$ cat src/include/serial_port_pkg.sv
// Purpose: shared constants for the four-mode serial port
// Assumes: 32-bit classic Wishbone, one register per aligned word
// Notes:   all control fields sit in the low byte of their word
package serial_port_pkg;
    // register byte addresses
    localparam logic [3:0] OFS_SERIAL_BUFFER = 4'h0;
    localparam logic [3:0] OFS_SERIAL_CTRL   = 4'h4;
    localparam logic [3:0] OFS_POWER_CTRL    = 4'h8;
    // serial_control_reg field positions
    localparam int CTRL_TX_DONE   = 0;
    localparam int CTRL_RX_DONE   = 1;
    localparam int CTRL_RX_NINTH  = 2;
    localparam int CTRL_TX_NINTH  = 3;
    localparam int CTRL_RX_ENABLE = 4;
    localparam int CTRL_MULTIPROC = 5;
    localparam int CTRL_MODE_LOW  = 6;
    localparam int CTRL_MODE_HIGH = 7;
    // power_control_reg field position
    localparam int PCTRL_BAUD_DBL = 7;
    // operating modes, high select bit first
    typedef enum logic [1:0] {
        MODE_SHIFT = 2'b00,
        MODE_UART8 = 2'b01,
        MODE_FIXED = 2'b10,
        MODE_TIMED = 2'b11
    } mode_e;
    // shift-register mode timing in oscillator clocks
    localparam logic [3:0] M0_PERIOD_FAST = 4'h4;
    localparam logic [3:0] M0_PERIOD_SLOW = 4'hc;
    localparam logic [3:0] M0_LEAD_FAST   = 4'h1;
    localparam logic [3:0] M0_LEAD_SLOW   = 4'h3;
    localparam logic [3:0] M0_LOW_FAST    = 4'h2;
    localparam logic [3:0] M0_LOW_SLOW    = 4'h6;
    localparam logic [2:0] M0_LAST_BIT    = 3'h7;
    // asynchronous framing
    localparam logic [3:0] DIV_LAST      = 4'hf;
    localparam logic [3:0] SMP_FIRST     = 4'h7;
    localparam logic [3:0] SMP_SECOND    = 4'h8;
    localparam logic [3:0] SMP_THIRD     = 4'h9;
    localparam logic [3:0] FRAME_LEN_10  = 4'ha;
    localparam logic [3:0] FRAME_LEN_11  = 4'hb;
    // oversampling prescale in mode 2, minus one
    localparam logic [1:0] PRE_DOUBLE    = 2'h1;
    localparam logic [1:0] PRE_SINGLE    = 2'h3;
endpackage

$ cat src/hdl/four_mode_serial_port.sv
// Purpose: four-mode serial port with a classic Wishbone register slave
// Assumes: clk_i is the oscillator; timer_overflow_i is a one-cycle pulse on clk_i
// Notes:   rxd is a two-way pin, driven only while shifting out in mode 0
// Contract
// - buffer write loads transmitter, read returns receiver
// - mode 0 shifts 8 bits LSB first, drives clock
// - mode 0 rate osc/12, or osc/4 with multiproc
// - fast mode 0: data 1 clk early, low 2
// - slow mode 0: data 3 clks early, low 6
// - mode 0 transmit done after last bit
// - mode 0 receive starts when enabled, flag clear
// - mode 0 receive done after last rising edge
// - mode 1 frame start, 8 data, stop
// - mode 1 rate timer overflow /16 or /32
// - each transmit bit follows a divider rollover
// - transmit done at 10th or 11th rollover
// - falling edge resets receive divider at once
// - bit value is majority of three samples
// - nonzero start bit aborts the frame
// - load only if flag clear and stop passes
// - after stop middle, hunt for falling edge
// - modes 2, 3 carry ninth bit both ways
// - mode 2 rate osc/32 or osc/64
// - mode 3 like mode 2, timer rate
// - any buffer write starts transmission
//
// Chosen here: the Wishbone register port and the register offsets.
`timescale 1ns/1ps
module four_mode_serial_port
    import serial_port_pkg::*;
#(
    parameter int WB_ADDR_W = 4
)(
    input  wire logic                 clk_i,
    input  wire logic                 rst_i,
    input  wire logic                 wb_cyc_i,
    input  wire logic                 wb_stb_i,
    input  wire logic                 wb_we_i,
    input  wire logic [WB_ADDR_W-1:0] wb_adr_i,
    input  wire logic [3:0]           wb_sel_i,
    input  wire logic [31:0]          wb_dat_i,
    output logic      [31:0]          wb_dat_o,
    output logic                      wb_ack_o,
    input  wire logic                 timer_overflow_i,
    input  wire logic                 rxd_i,
    output logic                      rxd_o,
    output logic                      rxd_oe_o,
    output logic                      txd_o
);
    import serial_port_pkg::*;

    // the decoder compares a four-bit offset
    if (WB_ADDR_W < 4) begin : g_bad_width
        $error("WB_ADDR_W must be at least 4");
    end

    typedef struct packed {
        logic        ack;
        logic [7:0]  rdat;
        logic [7:0]  rx_buf;
        logic        tx_done;
        logic        rx_done;
        logic        rx_ninth;
        logic        tx_ninth;
        logic        rx_en;
        logic        multiproc;
        logic        mode_hi;
        logic        mode_lo;
        logic        baud_dbl;
        logic        m0_busy;
        logic        m0_rx;
        logic [3:0]  m0_phase;
        logic [2:0]  m0_bit;
        logic [7:0]  m0_sr;
        logic [1:0]  pre;
        logic        ovf_half;
        logic        tick;
        logic [3:0]  tx_div;
        logic [3:0]  tx_left;
        logic [10:0] tx_sr;
        logic        txd;
        logic        rxd_out;
        logic        rx_s1;
        logic        rx_s2;
        logic        rx_prev;
        logic        rx_busy;
        logic [3:0]  rx_div;
        logic [3:0]  rx_bits;
        logic        smp_a;
        logic        smp_b;
        logic [8:0]  rx_sr;
    } state_s;

    state_s q;
    state_s d;

    mode_e      mode;
    logic       bus_req;
    logic       wr_en;
    logic [3:0] ofs;
    logic       wr_buf;
    logic       wr_ctrl;
    logic       set_ti;
    logic       set_ri;
    logic [3:0] m0_per;
    logic [3:0] m0_fall;
    logic [3:0] m0_rise;
    logic       tx_roll;
    logic       rx_decide;
    logic       rx_bit;
    logic [3:0] frame_len;
    logic       rx_last;
    logic       rx_accept;
    logic [3:0] ph_n;

    // decode and shared terms
    assign mode      = mode_e'({q.mode_hi, q.mode_lo});
    assign bus_req   = wb_cyc_i && wb_stb_i;
    assign ofs       = wb_adr_i[3:0];
    assign wr_en     = bus_req && q.ack && wb_we_i && wb_sel_i[0];
    assign wr_buf    = wr_en && (ofs == OFS_SERIAL_BUFFER);
    assign wr_ctrl   = wr_en && (ofs == OFS_SERIAL_CTRL);
    assign m0_per    = q.multiproc ? M0_PERIOD_FAST : M0_PERIOD_SLOW;
    assign m0_fall   = q.multiproc ? M0_LEAD_FAST : M0_LEAD_SLOW;
    assign m0_rise   = m0_fall + (q.multiproc ? M0_LOW_FAST : M0_LOW_SLOW);
    assign ph_n      = (q.m0_phase == m0_per - 4'h1) ? 4'h0 : q.m0_phase + 4'h1;
    assign tx_roll   = q.tick && (q.tx_div == DIV_LAST);
    assign rx_decide = q.rx_busy && q.tick && (q.rx_div == SMP_THIRD);
    // two of three vote, the third sample is the live one
    assign rx_bit    = (q.smp_a & q.smp_b) | (q.smp_a & q.rx_s2) | (q.smp_b & q.rx_s2);
    assign frame_len = (mode == MODE_UART8) ? FRAME_LEN_10 : FRAME_LEN_11;
    assign rx_last   = rx_decide && (q.rx_bits == frame_len - 4'h1);
    assign rx_accept = rx_last && !q.rx_done && (!q.multiproc || rx_bit);

    // outputs straight from flops, except rxd_oe_o, which is an AND of two of them
    assign wb_dat_o = {24'h00_0000, q.rdat};
    assign wb_ack_o = q.ack;
    assign txd_o    = q.txd;
    assign rxd_o    = q.rxd_out;
    assign rxd_oe_o = q.m0_busy && !q.m0_rx;

    // next state of the whole port
    always_comb
    begin
        d      = q;
        set_ti = 1'b0;
        set_ri = 1'b0;
        // wishbone: answer one cycle after the request, read data latched then
        d.ack  = bus_req && !q.ack;
        if (bus_req && !q.ack)
        begin
            unique case (ofs)
                OFS_SERIAL_BUFFER: d.rdat = q.rx_buf;
                OFS_SERIAL_CTRL:   d.rdat = {q.mode_hi, q.mode_lo, q.multiproc, q.rx_en,
                                             q.tx_ninth, q.rx_ninth, q.rx_done, q.tx_done};
                OFS_POWER_CTRL:    d.rdat = {q.baud_dbl, 7'h00};
                default:           d.rdat = 8'h00;
            endcase
        end
        // synchroniser for the incoming data pin
        d.rx_s1 = rxd_i;
        d.rx_s2 = q.rx_s1;
        // oversampling tick: osc/2 or osc/4 in mode 2, every or every second timer overflow otherwise
        d.tick = 1'b0;
        if (mode == MODE_FIXED)
        begin
            d.pre  = (q.pre == (q.baud_dbl ? PRE_DOUBLE : PRE_SINGLE)) ? 2'h0 : q.pre + 2'h1;
            d.tick = (q.pre == (q.baud_dbl ? PRE_DOUBLE : PRE_SINGLE));
        end
        else if (timer_overflow_i)
        begin
            d.ovf_half = !q.ovf_half;
            d.tick     = q.baud_dbl || q.ovf_half;
        end
        if (q.tick)
        begin
            d.tx_div = q.tx_div + 4'h1;
        end
        // mode 0 shift engine: phase 0 puts data out, clock low from fall to rise
        if (q.m0_busy)
        begin
            d.m0_phase = ph_n;
            d.txd      = !((ph_n >= m0_fall) && (ph_n < m0_rise));
            // receive takes the pin at the period end: the two-flop synchroniser
            // lags the pin by as much as the fast low time
            if (ph_n == 4'h0)
            begin
                d.m0_bit = q.m0_bit + 3'h1;
                if (q.m0_rx)
                begin
                    d.m0_sr = {q.rx_s2, q.m0_sr[7:1]};
                end
                else
                begin
                    d.m0_sr   = {1'b0, q.m0_sr[7:1]};
                    d.rxd_out = q.m0_sr[1];
                end
                if (q.m0_bit == M0_LAST_BIT)
                begin
                    set_ti    = !q.m0_rx;
                    set_ri    = q.m0_rx;
                    d.rx_buf  = q.m0_rx ? {q.rx_s2, q.m0_sr[7:1]} : q.rx_buf;
                    d.m0_busy = 1'b0;
                end
            end
        end
        else if (mode == MODE_SHIFT && q.rx_en && !q.rx_done && !wr_buf)
        begin
            d.m0_busy  = 1'b1;
            d.m0_rx    = 1'b1;
            d.m0_phase = 4'h0;
            d.m0_bit   = 3'h0;
        end
        // asynchronous transmitter: a bit per divider rollover
        if (mode != MODE_SHIFT && tx_roll && q.tx_left != 4'h0)
        begin
            d.txd     = q.tx_sr[0];
            d.tx_sr   = {1'b1, q.tx_sr[10:1]};
            d.tx_left = q.tx_left - 4'h1;
            set_ti    = (q.tx_left == 4'h1);
        end
        // a buffer write always starts a new transmission
        if (wr_buf)
        begin
            if (mode == MODE_SHIFT)
            begin
                d.m0_busy  = 1'b1;
                d.m0_rx    = 1'b0;
                d.m0_phase = 4'h0;
                d.m0_bit   = 3'h0;
                d.m0_sr    = wb_dat_i[7:0];
                d.rxd_out  = wb_dat_i[0];
                d.txd      = 1'b1;
            end
            else
            begin
                d.tx_left = frame_len;
                d.tx_sr   = (mode == MODE_UART8) ? {2'b11, wb_dat_i[7:0], 1'b0}
                                                 : {1'b1, q.tx_ninth, wb_dat_i[7:0], 1'b0};
            end
        end
        // asynchronous receiver: edge hunt, then vote in mid-bit
        if (mode == MODE_SHIFT || !q.rx_en)
        begin
            d.rx_busy = 1'b0;
        end
        else if (q.tick)
        begin
            d.rx_prev = q.rx_s2;
            if (!q.rx_busy && q.rx_prev && !q.rx_s2)
            begin
                d.rx_busy = 1'b1;
                d.rx_div  = 4'h0;
                d.rx_bits = 4'h0;
            end
            else if (q.rx_busy)
            begin
                d.rx_div = q.rx_div + 4'h1;
                if (q.rx_div == SMP_FIRST)
                begin
                    d.smp_a = q.rx_s2;
                end
                if (q.rx_div == SMP_SECOND)
                begin
                    d.smp_b = q.rx_s2;
                end
                if (rx_decide)
                begin
                    d.rx_bits = q.rx_bits + 4'h1;
                    if (q.rx_bits == 4'h0 && rx_bit)
                    begin
                        d.rx_busy = 1'b0;
                    end
                    else if (rx_last)
                    begin
                        d.rx_busy = 1'b0;
                        if (rx_accept)
                        begin
                            d.rx_buf   = (mode == MODE_UART8) ? q.rx_sr[8:1] : q.rx_sr[7:0];
                            d.rx_ninth = (mode == MODE_UART8) ? rx_bit : q.rx_sr[8];
                            set_ri     = 1'b1;
                        end
                    end
                    else if (q.rx_bits != 4'h0)
                    begin
                        d.rx_sr = {rx_bit, q.rx_sr[8:1]};
                    end
                end
            end
        end
        // software writes; a hardware set of tx_done or rx_done in the same cycle wins
        if (wr_ctrl)
        begin
            d.tx_done   = wb_dat_i[CTRL_TX_DONE];
            d.rx_done   = wb_dat_i[CTRL_RX_DONE];
            d.rx_ninth  = wb_dat_i[CTRL_RX_NINTH];
            d.tx_ninth  = wb_dat_i[CTRL_TX_NINTH];
            d.rx_en     = wb_dat_i[CTRL_RX_ENABLE];
            d.multiproc = wb_dat_i[CTRL_MULTIPROC];
            d.mode_lo   = wb_dat_i[CTRL_MODE_LOW];
            d.mode_hi   = wb_dat_i[CTRL_MODE_HIGH];
        end
        if (wr_en && (ofs == OFS_POWER_CTRL))
        begin
            d.baud_dbl = wb_dat_i[PCTRL_BAUD_DBL];
        end
        d.tx_done = d.tx_done | set_ti;
        d.rx_done = d.rx_done | set_ri;
    end

    // single register stage; idle lines rest high
    always_ff @(posedge clk_i)
    begin
        if (rst_i)
        begin
            q         <= '0;
            q.txd     <= 1'b1;
            q.rxd_out <= 1'b1;
            q.rx_s1   <= 1'b1;
            q.rx_s2   <= 1'b1;
            q.rx_prev <= 1'b1;
        end
        else
        begin
            q <= d;
        end
    end
endmodule

$ cat config.mk
export PLATFORM = sky130hd
export DESIGN_NAME = four_mode_serial_port
export DESIGN_NICKNAME = d
export VERILOG_FILES = /design/src/include/serial_port_pkg.sv /design/src/hdl/four_mode_serial_port.sv
export SDC_FILE = /design/constraint.sdc
export NUM_CORES = 1
export LEC_CHECK = 0
export ABC_AREA = 1
export BUFFER_PORTS_ARGS = -buffer_cell sky130_fd_sc_hd__buf_4
export CAP_MARGIN = 5
export CELL_PAD_IN_SITES_DETAIL_PLACEMENT = 0
export CELL_PAD_IN_SITES_GLOBAL_PLACEMENT = 1
export CORE_UTILIZATION = 44
export DETAILED_ROUTE_END_ITERATION = 16
export PLACE_DENSITY = 0.85
export RECOVER_POWER = 100
export SYNTH_ARGS = -nofsm -noshare
export SYNTH_HDL_FRONTEND = slang
export SYNTH_SLANG_ARGS = --single-unit
$ cat constraint.sdc
create_clock -name clk_i -period 5.31 [get_ports clk_i]
set_input_delay 1.3275 -clock clk_i [delete_from_list [all_inputs] [get_ports clk_i]]
set_output_delay 1.3275 -clock clk_i [all_outputs]
set_load 0.03 [all_outputs]
# After elaboration in Yosys (flattened, before gate mapping)
# Index checks and enable logic that the tools add are counted.
dict set report totals {
  regBits 91
  output_inout_bits 36
}
dict set report op_classes {
  addsub 10
  n_lt_le_gt_ge 2
  n_eq_ne 16
  mux 79
  n_bitwise 12
  reduce_logical 60
}
# cell n
set op_table {}
lappend op_table {{$mux W8} 16}
lappend op_table {{$mux W9} 6}
lappend op_table {{$mux W17} 3}
lappend op_table {{$mux W1} 38}
lappend op_table {{$logic_and A1 B1 Y1} 24}
lappend op_table {{$pmux W8 S3} 1}
lappend op_table {{$mux W20} 1}
lappend op_table {{$add A4 B1 Y4 const B} 4}
lappend op_table {{$eq A4 B4 Y1 const B} 4}
lappend op_table {{$mux W16} 1}
lappend op_table {{$reduce_and A8 Y1} 2}
lappend op_table {{$reduce_bool A2 Y1} 8}
lappend op_table {{$mux W15} 1}
lappend op_table {{$logic_not A4 Y1} 3}
lappend op_table {{$mux W4} 3}
lappend op_table {{$sub A4 B1 Y4 const B} 3}
lappend op_table {{$mux W11} 1}
lappend op_table {{$logic_not A1 Y1} 10}
lappend op_table {{$mux W10} 1}
lappend op_table {{$mux W2} 5}
lappend op_table {{$reduce_and A5 Y1} 2}
lappend op_table {{$eq A4 B3 Y1 const B} 2}
lappend op_table {{$eq A4 B4 Y1} 2}
lappend op_table {{$reduce_bool A4 Y1} 2}
lappend op_table {{22 further kinds} 36}

# Longest topological paths before layout
# Gate-level depths: netlist of run 1.
dict set report logic_depth {
  ltp_word 17
  depth_mapped 13
  ltp_nobuf 12
}

# Least setup slack after synthesis of run 1
# OpenSTA, ideal clock, no wires.
dict set report synth_timing {
  kind {register to output}
  startpoint {register q[64] (netlist bit)}
  endpoint {output port rxd_oe_o}
  arrival_time_ns 1.178
  required_ns 3.983
  slack_ns 2.805
  stages_incl_launch_ff 4
  cell_sequence {dfxtp_1 > buf_2 > clkinv_1 > nor2_1}
}
dict set report synth_via {
  elab_chain_cells 1
}
# element line
set synth_rtl {}
lappend synth_rtl {{start: declaration} four_mode_serial_port.sv:94} ;# state_s q;
lappend synth_rtl {{$logic_and A1 B1 Y1} four_mode_serial_port.sv:140} ;# assign rxd_oe_o = q.m0_busy && !q.m0_rx;
lappend synth_rtl {{end: declaration} four_mode_serial_port.sv:47} ;# output logic rxd_oe_o,
# Every way passes these cells.

# Worst setup path after layout of run 1
dict set report layout_timing {
  startpoint {input port wb_adr_i[1]}
  endpoint {register q[38] (netlist bit)}
}
dict set report layout_via {
  elab_chain_cells 3
}
# element line
set layout_rtl {}
lappend layout_rtl {{start: declaration} four_mode_serial_port.sv:39} ;# input wire logic [WB_ADDR_W-1:0] wb_adr_i,
lappend layout_rtl {{$logic_not A4 Y1} four_mode_serial_port.sv:121} ;# assign wr_buf = wr_en && (ofs == OFS_SERIAL_BUFFER);
lappend layout_rtl {{$logic_and A1 B1 Y1} four_mode_serial_port.sv:121}
lappend layout_rtl {{$mux W17} four_mode_serial_port.sv:223} ;# if (wr_buf)
# Every way passes these cells.
# A chain may end at the register's enable or synchronous reset.

==> results of run 1 <==
[metrics by stage]
stage	setup WS, ns	hold slack, ns	util	area (um^2)
after floorplan	2.80	0.389	-	5110
after global placement	1.80	0.397	0.467	5130
after detailed placement	1.76	0.399	0.467	5130
after CTS	1.86	0.415	0.496	5450
after global routing	0.921	0.425	0.487	5340
final	1.29	0.411	0.487	5340
[cells in the final DEF (no fill, tap or decap), types with 5 or more instances in the layout]
master     count
xor2_1         5
conb_1        24
clkbuf_1      16
buf_4         15
nor3_1        11
clkbuf_16      9
a31oi_1        5
inv_2          7
dfxtp_1       90
nand4_1       15
nor2_1        41
nand2_1      168
nor2_2         5
nand3_1       34
inv_1         70
a21oi_1       60
o21ai_0       73
nand2_2        5
ha_1          13
[routing by layer]
layer | track usage | part of all wire
met5 | 0 | 0
met4 | 0.0637 | 0.0044
met3 | 0.0400 | 0.049
met2 | 0.336 | 0.50
met1 | 0.264 | 0.45
[report_power, final]
part | leakage [nW] | internal [W] | switching [W]
Clock | 0.156 | 0.000424 | 0.000262
Combinational | 1.42 | 0.0000157 | 0.0000537
Sequential | 0.726 | 0.000678 | 0.00000264
[worst max-delay path, delay by kind of cell]
family / cells / cell delay, ns
buffers and inverters: 3 / 0.42
AO/OA/AOI/OAI: 2 / 0.14
AND/OR/NAND/NOR: 4 / 2.35
[kinds of logic (layout without fill, tap and decap cells)]
kind of cell    count (synthesis)  in the layout
compound gates                161            161
xor+xnor                        6              6
fa+ha+maj                      13             13
buf+inv                       138            128
flops                          90             90
other cells                     1             24
simple gates                  298            298
[cell type report]
cell class | instances | area, um^2
Clock buffer | 11 | 243
Clock inverter | 5 | 77.6
Fill cell | 1141 | 5640
Inverter | 80 | 300
Multi-Input combinational cell | 502 | 2560
Sequential cell | 90 | 1800
Tap cell | 140 | 175
Timing Repair Buffer | 32 | 184
[worst max-delay path by stage]
stage | endpoint | depth (start not counted) | from | slack (ns)
after floorplan | rxd_oe_o | 3 | q[64]$_SDFF_PP0_ | 2.80
after CTS | rxd_oe_o | 3 | q[64]$_SDFF_PP0_ | 1.86
after global placement | q[58]$_SDFF_PP0_ | 9 | wb_adr_i[1] | 1.80
after detailed placement | q[56]$_SDFF_PP0_ | 9 | wb_adr_i[1] | 1.76
final | q[38]$_SDFF_PP0_ | 9 | wb_adr_i[1] | 1.29
after global routing | q[38]$_SDFF_PP0_ | 9 | wb_adr_i[1] | 0.92
[registers in the layout, indices dropped and copies added (netlist names), named ones only]
register,flops
rxd_o,1
txd_o,1
wb_ack_o,1
mode,2
d,1
q,75
wb_dat_o,8
==> impl_metrics.tcl, run 1 <==
set metrics [dict create \
    status "finished, final reports clean" \
    netlist_top_cells_count "167 x nand2_1, 90 x dfxtp_1, 68 x inv_1" \
    dp_cells 844 \
    cts.sinks 90 \
    worstPathArrival_ns 4.25 \
    ys.warnings.count 0 \
    synthSimpleGateAreaFrac 0.280 \
    cts_buffers 9 \
    leakagePower_nw 2.30 \
    max-vdd-ir-drop_v 0.000235 \
    portBuffers 31 \
    synth_top_area_share 0.359 \
    die_area_mm2 0.0118 \
    r2r-end "q[38]$_SDFF_PP0_" \
    cts_hold_buf 0 \
    p_total_w 0.00143 \
    cts_resized 0 \
    crit_top_cell "inv_1" \
    worst_pin_slew_ns 1.28 \
    cts_root_buf "clkbuf_16" \
    grt_max_degree 35 \
    grt_pass1_vias 3981 \
    stdcell_count 860 \
    holdPathEnd "q[21]$_SDFF_PP1_" \
    synth-seq-cells 90 \
    slew_violations 0 \
    detailed_place_hpwl_mm 8.51 \
    holdCritStartpoint "d[21]$_SDFF_PP1_" \
    r2r_start "wb_ack_o$_SDFF_PP0_" \
    slowest_delay_ns 0.97 \
    synth-async-reset-ratio 0 \
    hp-class "flop to flop" \
    start_util 0.457 \
    cap_viol_max_count 0 \
    globalRouteTotalUtil 0.203 \
    path_max_fanout 12 \
    row_count 38 \
    antenna_found_initial 0 \
    muxShareOfSynthArea 0 \
    die_h_um 109 \
    die_x_um 109 \
    vias 4395 \
    cts.reportedPaths.clkPinSlew_ns 0.06 \
    path_cells "clkbuf_4, nor3_1, nand3_1, nor2_1, inv_1, nand2_1, inv_1, o21ai_0, a21oi_1" \
    cts_tree "built" \
    cp.required_ns 5.54 \
    totalWireLength_mm 11.4 \
    num-nets-final 775 \
    netlist_area_mm2 0.00502 \
    worst_path_max_delay_cell "nor3_1" \
    ff2ff_setup_slack_ns 2.94 \
    period_needed_ns 4.02 \
    synth-edff-count 0 \
    yosysUniqueCellTypes 45 \
    setup_viol 0 \
    insertedDiodeCount 0 \
    htree_num_levels 3 \
    rsz0062_at_grt "false" \
    worst-setup-path-type "input pin to flop" \
    period_share 0.757 \
    cp-start-kind "input pin" \
    powerDensity_mw_per_mm2 269 \
    wl_per_cell_um 13.3 \
    hold_violations 0 \
    grt_pass1_wl_mm 18.6 \
    synthXorXnorAreaFrac 0.0105 \
    post_cts_buffers 0 \
    firstDrtPassIters 4 \
    coreArea_mm2 0.0110 \
    synth-compound-area-share 0.179 \
    io_pins 83 \
    hold_depth 1 \
    drc 0 \
    drt_iter0_markers 312 \
    synthToLayoutAreaGrowth_pct 6.40 \
    final.setup.tns_ns 0 \
    via_per_inst 5.11 \
    routabilityCongestion 0.788 \
    synthAdderAreaFrac 0.0324 \
    final_antenna_net_count 0 \
    ys.flop_type "dfxtp_1" \
    drive_above_1_share 0.0931 \
    clock_path_buffers 2 \
    clk_latency_ns 0.34 \
    skew_ns 0.00623 \
    syn_area_per_cell_um2 7.10 \
    synth_top_family_by_area "simple AND/OR/NAND/NOR gates" \
    endpoint_kind "flop" \
    yosysSeqAreaShare 0.359 \
    grt_overflow_total 0 \
    synth_top_cell_by_area "dfxtp_1" \
    yosysMostFrequentCell "nand2_1" \
    netlist_top_cells_area "dfxtp_1 36%, nand2_1 12%, o21ai_0 6.1%" \
    max_freq_mhz 249 \
    slew_headroom 0.144 \
    syn_inst 707 \
    r2r_cells 9 \
]
No activity file was read; power rests on OpenSTA's default activity.
==> inputs of run 2 (changes only) <==
--- a/config.mk
+++ b/config.mk
@@ -5,14 +5,14 @@
 export SDC_FILE = /design/constraint.sdc
 export NUM_CORES = 1
 export LEC_CHECK = 0
-export ABC_AREA = 1
+export ABC_AREA = 0
 export BUFFER_PORTS_ARGS = -buffer_cell sky130_fd_sc_hd__buf_4
 export CAP_MARGIN = 5
 export CELL_PAD_IN_SITES_DETAIL_PLACEMENT = 0
 export CELL_PAD_IN_SITES_GLOBAL_PLACEMENT = 1
-export CORE_UTILIZATION = 44
+export CORE_UTILIZATION = 38
 export DETAILED_ROUTE_END_ITERATION = 16
-export PLACE_DENSITY = 0.85
+export PLACE_DENSITY = 0.75
 export RECOVER_POWER = 100
 export SYNTH_ARGS = -nofsm -noshare
 export SYNTH_HDL_FRONTEND = slang
==> constraint.sdc (replaced) <==
create_clock -name clk_i -period 3.4 [get_ports clk_i]
set_input_delay 0.85 -clock clk_i [delete_from_list [all_inputs] [get_ports clk_i]]
set_output_delay 0.85 -clock clk_i [all_outputs]
set_load 0.03 [all_outputs]
==> run 2 against run 1 <==
Net effect: utilization down 5.8 points; via count down 12%; clock skew up 0.0033 ns; the run now ends with capacitance limit, slew limit left; flip-flop and latch count unchanged; cell count down 14%; critical endpoint unchanged.
==> impl_metrics.tcl, run 2 <==
set metrics [dict create \
    final_antenna_net_count 0 \
    yosysSeqAreaShare 0.381 \
    fin_util 0.428 \
    holdCritStartpoint "d[21]$_SDFF_PP1_" \
    cp.required_ns 3.53 \
    synth-async-reset-ratio 0 \
    layout_common_cells "90 x dfxtp_1, 65 x nor2_1, 38 x a21oi_1" \
    portBuffers 31 \
    r2r_cells 7 \
    rsz0062_at_grt "false" \
    grt_overflow_total 0 \
    cp-start-kind "input pin" \
    die_h_um 113 \
    endpoint_kind "flop" \
    cts_resized 0 \
    dr_wl_met3_um 403 \
    netlist_top_cells_count "90 x dfxtp_1, 65 x nor2_1, 38 x a21oi_1" \
    path_max_fanout 50 \
    powerDensity_mw_per_mm2 421 \
    syn_area_per_cell_um2 8.51 \
    setup_viol 0 \
    hold_violations 0 \
    cap_viol_max_count 1 \
    period_needed_ns 2.76 \
    worst-setup-path-type "input pin to flop" \
    detailed_place_hpwl_mm 7.85 \
    status "finished with violations" \
    worstPathArrival_ns 2.90 \
    n_fill_cell 1212 \
    largest_reg_flops 75 \
    slew_headroom -0.490 \
    clock_path_buffers 2 \
    drc 0 \
    clk_latency_ns 0.34 \
    final_common_cell "dfxtp_1" \
    synthToLayoutAreaGrowth_pct 9.32 \
    hp-class "flop to flop" \
    final.setup.tns_ns 0 \
    die_area_mm2 0.0129 \
    routabilityCongestion 0.747 \
    htree_num_levels 3 \
    ys.warnings.count 0 \
    r2r_start "q[11]$_SDFFE_PP0P_" \
    r2r-end "q[81]$_SDFF_PP0_" \
    synth-edff-count 0 \
    coreArea_mm2 0.0121 \
    io_pins 83 \
    max_freq_mhz 362 \
    holdPathEnd "q[21]$_SDFF_PP1_" \
    routedLengthMet1_mm 5.22 \
    regMostFlops "q" \
    grt_pass1_wl_mm 17.8 \
    wl_met2_mm 5.07 \
    antenna_found_initial 0 \
    globalRouteTotalUtil 0.177 \
    drive_above_1_share 0.0861 \
    synth-seq-cells 90 \
    drt_iter0_markers 224 \
    firstDrtPassIters 4 \
    skew_ns 0.00957 \
    yosysUniqueCellTypes 56 \
    netlist_area_mm2 0.00472 \
    cts_hold_buf 0 \
    synth_top_area_share 0.381 \
    period_share 0.812 \
    max-vdd-ir-drop_v 0.000244 \
    cts.sinks 90 \
    netlist_top_cells_area "dfxtp_1 38%, mux2i_1 6.8%, a211oi_1 5.6%" \
    row_count 40 \
    yosysMostFrequentCell "dfxtp_1" \
    cts_buffers 9 \
    totalWireLength_mm 10.9 \
    grt_pass1_vias 3515 \
    via_per_inst 5.24 \
    hold_depth 1 \
    synth_top_cell_by_area "dfxtp_1" \
    num-nets-final 624 \
    grt_max_degree 51 \
    cts_tree "built" \
    ff2ff_setup_slack_ns 0.79 \
    syn_inst 555 \
    insertedDiodeCount 0 \
    cts.reportedPaths.clkPinSlew_ns 0.06 \
    post_cts_buffers 0 \
    slew_violations 51 \
    top_layer_used "met4" \
    worst_pin_slew_ns 2.23 \
    violations "capacitance limit, slew limit" \
    start_util 0.392 \
    leakagePower_nw 2.02 \
    vias 3865 \
    cts_root_buf "clkbuf_16" \
    ys.flop_type "dfxtp_1" \
    die_x_um 113 \
    wl_per_cell_um 14.7 \
]
[run 2: changes by cell type in the layout (fill, tap and decap cells not counted), moves of 8 or more]
cell / delta
nand3_1: -9
o21ai_0: -51
a21oi_1: -22
nand4_1: -9
mux2i_1: +32
nand2_1: -132
a22oi_1: +8
a211oi_1: +32
inv_1: -56
xnor2_1: +9
nor2b_1: +19
nor2_1: +24
[run 2: final cells by class]
cell class | count | area (um^2) | area share
Multi-Input combinational cell | 411 | 2570 | 0.497
Sequential cell | 90 | 1800 | 0.349
Clock buffer | 11 | 253 | 0.0489
Timing Repair Buffer | 38 | 225 | 0.0436
Tap cell | 168 | 210 | 0.0407
Clock inverter | 5 | 52.6 | 0.0102
Inverter | 14 | 52.6 | 0.0102
[run 2: cells by family (layout without fill, tap and decap cells)]
kind of cell             Yosys count  in the layout  share of synthesized area
buffers and inverters             77             68                     0.0922
XOR/XNOR                          13             13                     0.0241
AO/OA/AOI/OAI                    137            137                      0.195
other                              1             24                   0.000794
multiplexers                      36             36                     0.0781
adder cells (fa/ha/maj)           14             14                     0.0368
flip-flops                        90             90                      0.381
AND/OR/NAND/NOR                  187            187                      0.192
[run 2: where the power goes]
part | internal, W | switching, W | total [W]
Clock | 0.000605 | 0.000405 | 0.00101
Sequential | 0.00106 | 0.00000545 | 0.00106
Combinational | 0.0000223 | 0.0000759 | 0.0000983
[run 2: worst max-delay path, cell delays in order]
cell and delay [ns]:
buf_4 0.25, clkbuf_1 1.63, nor2_1 0.14
[run 2: metal layers]
| layer | global-route usage | up-vias |
|---|---|---|
| met5 | 0 | - |
| met4 | 0.0579 | 0 |
| met3 | 0.0473 | 12 |
| met2 | 0.281 | 71 |
| met1 | 0.232 | 1829 |
| li1 | - | 1953 |
[run 2: worst max path at each step]
stage / startpoint / end / slack (ns) / depth (start not counted)
floorplan: wb_adr_i[1] / q[55]$_SDFF_PP0_ / 1.03 / 6
finish: rst_i / q[38]$_SDFF_PP0_ / 0.64 / 3
global placement: wb_adr_i[1] / txd_o$_SDFF_PP1_ / 0.67 / 6
detailed placement: wb_adr_i[1] / txd_o$_SDFF_PP1_ / 0.64 / 6
CTS: q[11]$_SDFFE_PP0P_ / q[81]$_SDFF_PP0_ / 0.90 / 7
global route: rst_i / q[47]$_SDFFE_PP0P_ / 0.42 / 3
[run 2: metrics by stage]
stage          hold WS, ns  total power [W]  cell area [um^2]  setup WS, ns  std cells
2_1_floorplan        0.389          0.00117              4810          1.03        578
5_1_grt              0.439          0.00225              5160         0.420        737
3_3_place_gp         0.404          0.00119              4930         0.674        721
6_report             0.415          0.00217              5160         0.638        737
3_5_place_dp         0.402          0.00119              4930         0.641        721
4_1_cts              0.420          0.00220              5240         0.899        737
==> inputs of run 3 (changes only) <==
==> constraint.sdc (replaced) <==
create_clock -name clk_i -period 2.33 [get_ports clk_i]
set_input_delay 0.5825 -clock clk_i [delete_from_list [all_inputs] [get_ports clk_i]]
set_output_delay 0.5825 -clock clk_i [all_outputs]
set_load 0.03 [all_outputs]
==> run 3 against run 2 <==
Net effect: the run now ends clean; sequential share of layout area fell by 1.0 points; critical path type is now flop to flop; worst hold slack improved by 0.013 ns; register-to-register slack got worse by 0.66 ns; total power rose by 54%; sequential power rose by 46%.
==> impl_metrics.tcl, run 3 (same netlist as run 2, synthesis figures left out) <==
set metrics [dict create \
    holdCritStartpoint "rxd_i" \
    holdWs_ns 0.429 \
    setup_slack_ns 0.130 \
    cp-start-kind "flop" \
    worst_pin_slew_ns 0.770 \
    grt_overflow_total 0 \
    path_max_fanout 18 \
    max_freq_mhz 454 \
    critPathTopFamily "simple AND/OR/NAND/NOR gates" \
    detailed_place_hpwl_mm 8.11 \
    period_needed_ns 2.20 \
    cts_tree "built" \
    slew_headroom 0.487 \
    period_share 0.944 \
    setup_viol 0 \
    crit_top_cell "a211oi_1" \
    final.setup.tns_ns 0 \
    firstDrtPassIters 5 \
    cts_root_buf "clkbuf_16" \
    hold_violations 0 \
    cts_buffers 9 \
    grt_max_degree 37 \
    num-nets-final 640 \
    start_util 0.392 \
    drc 0 \
    wl_per_cell_um 14.8 \
    largest_reg_flops 75 \
    r2r-end "q[77]$_SDFF_PP0_" \
    r2r_cells 5 \
    drive_above_1_share 0.111 \
    cts.reportedPaths.clkPinSlew_ns 0.06 \
    stdcell_count 753 \
    synthToLayoutAreaGrowth_pct 12.6 \
    cts.sinks 90 \
    ff2ff_setup_slack_ns 0.13 \
    dp_slack_ns 0.102 \
    dp_cells 737 \
    totalWireLength_mm 11.2 \
    worst_path_max_delay_cell "or4_4" \
    clk_latency_ns 0.34 \
    worst-setup-path-type "flop to flop" \
    row_count 40 \
    worstPathArrival_ns 2.42 \
    grt_pass1_wl_mm 18.5 \
    regMostFlops "q" \
    coreArea_mm2 0.0121 \
    holdPathEnd "d[21]$_SDFF_PP1_" \
    r2r_start "q[9]$_SDFFE_PP0P_" \
    htree_num_levels 3 \
    io_pins 83 \
    die_h_um 113 \
    hp-class "input pin to flop" \
    die_x_um 113 \
    clock_path_buffers 2 \
    grt_pass1_vias 3604 \
    path_cells "maj3_2, mux2_4, or4_4, a211oi_1, a211oi_1" \
    layout_common_cells "90 x dfxtp_1, 65 x nor2_1, 38 x a21oi_1" \
    antenna_found_initial 0 \
    die_area_mm2 0.0129 \
    final_common_cell "dfxtp_1" \
    via_per_inst 5.20 \
    max-vdd-ir-drop_v 0.000344 \
    slowest_delay_ns 0.67 \
    slew_violations 0 \
    skew_ns 0.00673 \
    endpoint_kind "flop" \
    hold_depth 2 \
    rsz0062_at_grt "false" \
    status "finished, final reports clean" \
    drt_iter0_markers 207 \
    globalRouteTotalUtil 0.183 \
    insertedDiodeCount 0 \
    cp.required_ns 2.55 \
    worst-path-buf-inv 0 \
    powerDensity_mw_per_mm2 628 \
    vias 3914 \
    cap_viol_max_count 0 \
    p_total_w 0.00334 \
    routabilityCongestion 0.809 \
    portBuffers 31 \
    final_antenna_net_count 0 \
    leakagePower_nw 2.10 \
]
run 3: cell count changes in the layout (fill, tap and decap cells not counted), moves of 2 or more:
cell       delta
clkbuf_2      +2
clkbuf_1      +4
buf_4        +12
clkbuf_8      -2
bufinv_16     +2
clkinv_2      -2
run 3: routing by layer:
| layer | vias to the layer above | part of all wire | global-route usage |
|---|---|---|---|
| li1 | 1977 | - | - |
| met1 | 1843 | 0.48 | 0.240 |
| met2 | 84 | 0.47 | 0.293 |
| met3 | 10 | 0.039 | 0.0430 |
| met4 | 0 | 0.014 | 0.0658 |
| met5 | - | 0 | 0 |
run 3: area by class of cell:
cell class,instances,area (um^2)
Clock buffer,11,233
Clock inverter,5,103
Fill cell,1186,6740
Inverter,14,52.6
Multi-Input combinational cell,411,2580
Sequential cell,90,1800
Tap cell,168,210
Timing Repair Buffer,54,337
run 3: repair_timing:
action	in CTS	in global routing
gates resized for setup	0	1
endpoints found under the hold margin	0	0
buffers inserted	0	0
hold buffers	0	0
setup endpoints to repair	0	1
run 3: where the power goes:
group	switching, W	total (W)	leakage, nW	internal [W]
Combinational	0.000114	0.000153	1.22	0.0000383
Sequential	0.00000606	0.00155	0.726	0.00154
Clock	0.000589	0.00164	0.160	0.00105
Total	0.000709	0.00334	2.10	0.00263
run 3: worst max path at each step:
stage	depth (start not counted)	start	slack, ns	endpoint
2_1_floorplan	9	q[11]$_SDFFE_PP0P_	0.14	q[71]$_SDFFE_PP0P_
3_3_place_gp	7	q[11]$_SDFFE_PP0P_	0.12	q[78]$_SDFF_PP0_
3_5_place_dp	7	q[11]$_SDFFE_PP0P_	0.10	q[78]$_SDFF_PP0_
4_1_cts	7	q[11]$_SDFFE_PP0P_	0.09	q[78]$_SDFF_PP0_
5_1_grt	7	q[12]$_SDFFE_PP0P_	0.03	q[77]$_SDFF_PP0_
6_report	5	q[9]$_SDFFE_PP0P_	0.13	q[77]$_SDFF_PP0_
run 3: per-stage QoR:
| stage | area, um^2 | utilization |
|---|---|---|
| 6_report | 5320 | 0.441 |
| 3_3_place_gp | 5050 | 0.419 |
| 2_1_floorplan | 4810 | - |
| 4_1_cts | 5390 | 0.447 |
| 3_5_place_dp | 5050 | 0.419 |
| 5_1_grt | 5320 | 0.441 |
run 3: worst register-to-register path, delay by kind of cell, from the launching register on:
family / cells / cell delay (ns)
AND/OR/NAND/NOR: 1 / 0.67
flip-flops: 1 / 0.32
AO/OA/AOI/OAI: 2 / 0.42
multiplexers: 1 / 0.32
adder cells (fa/ha/maj): 1 / 0.36
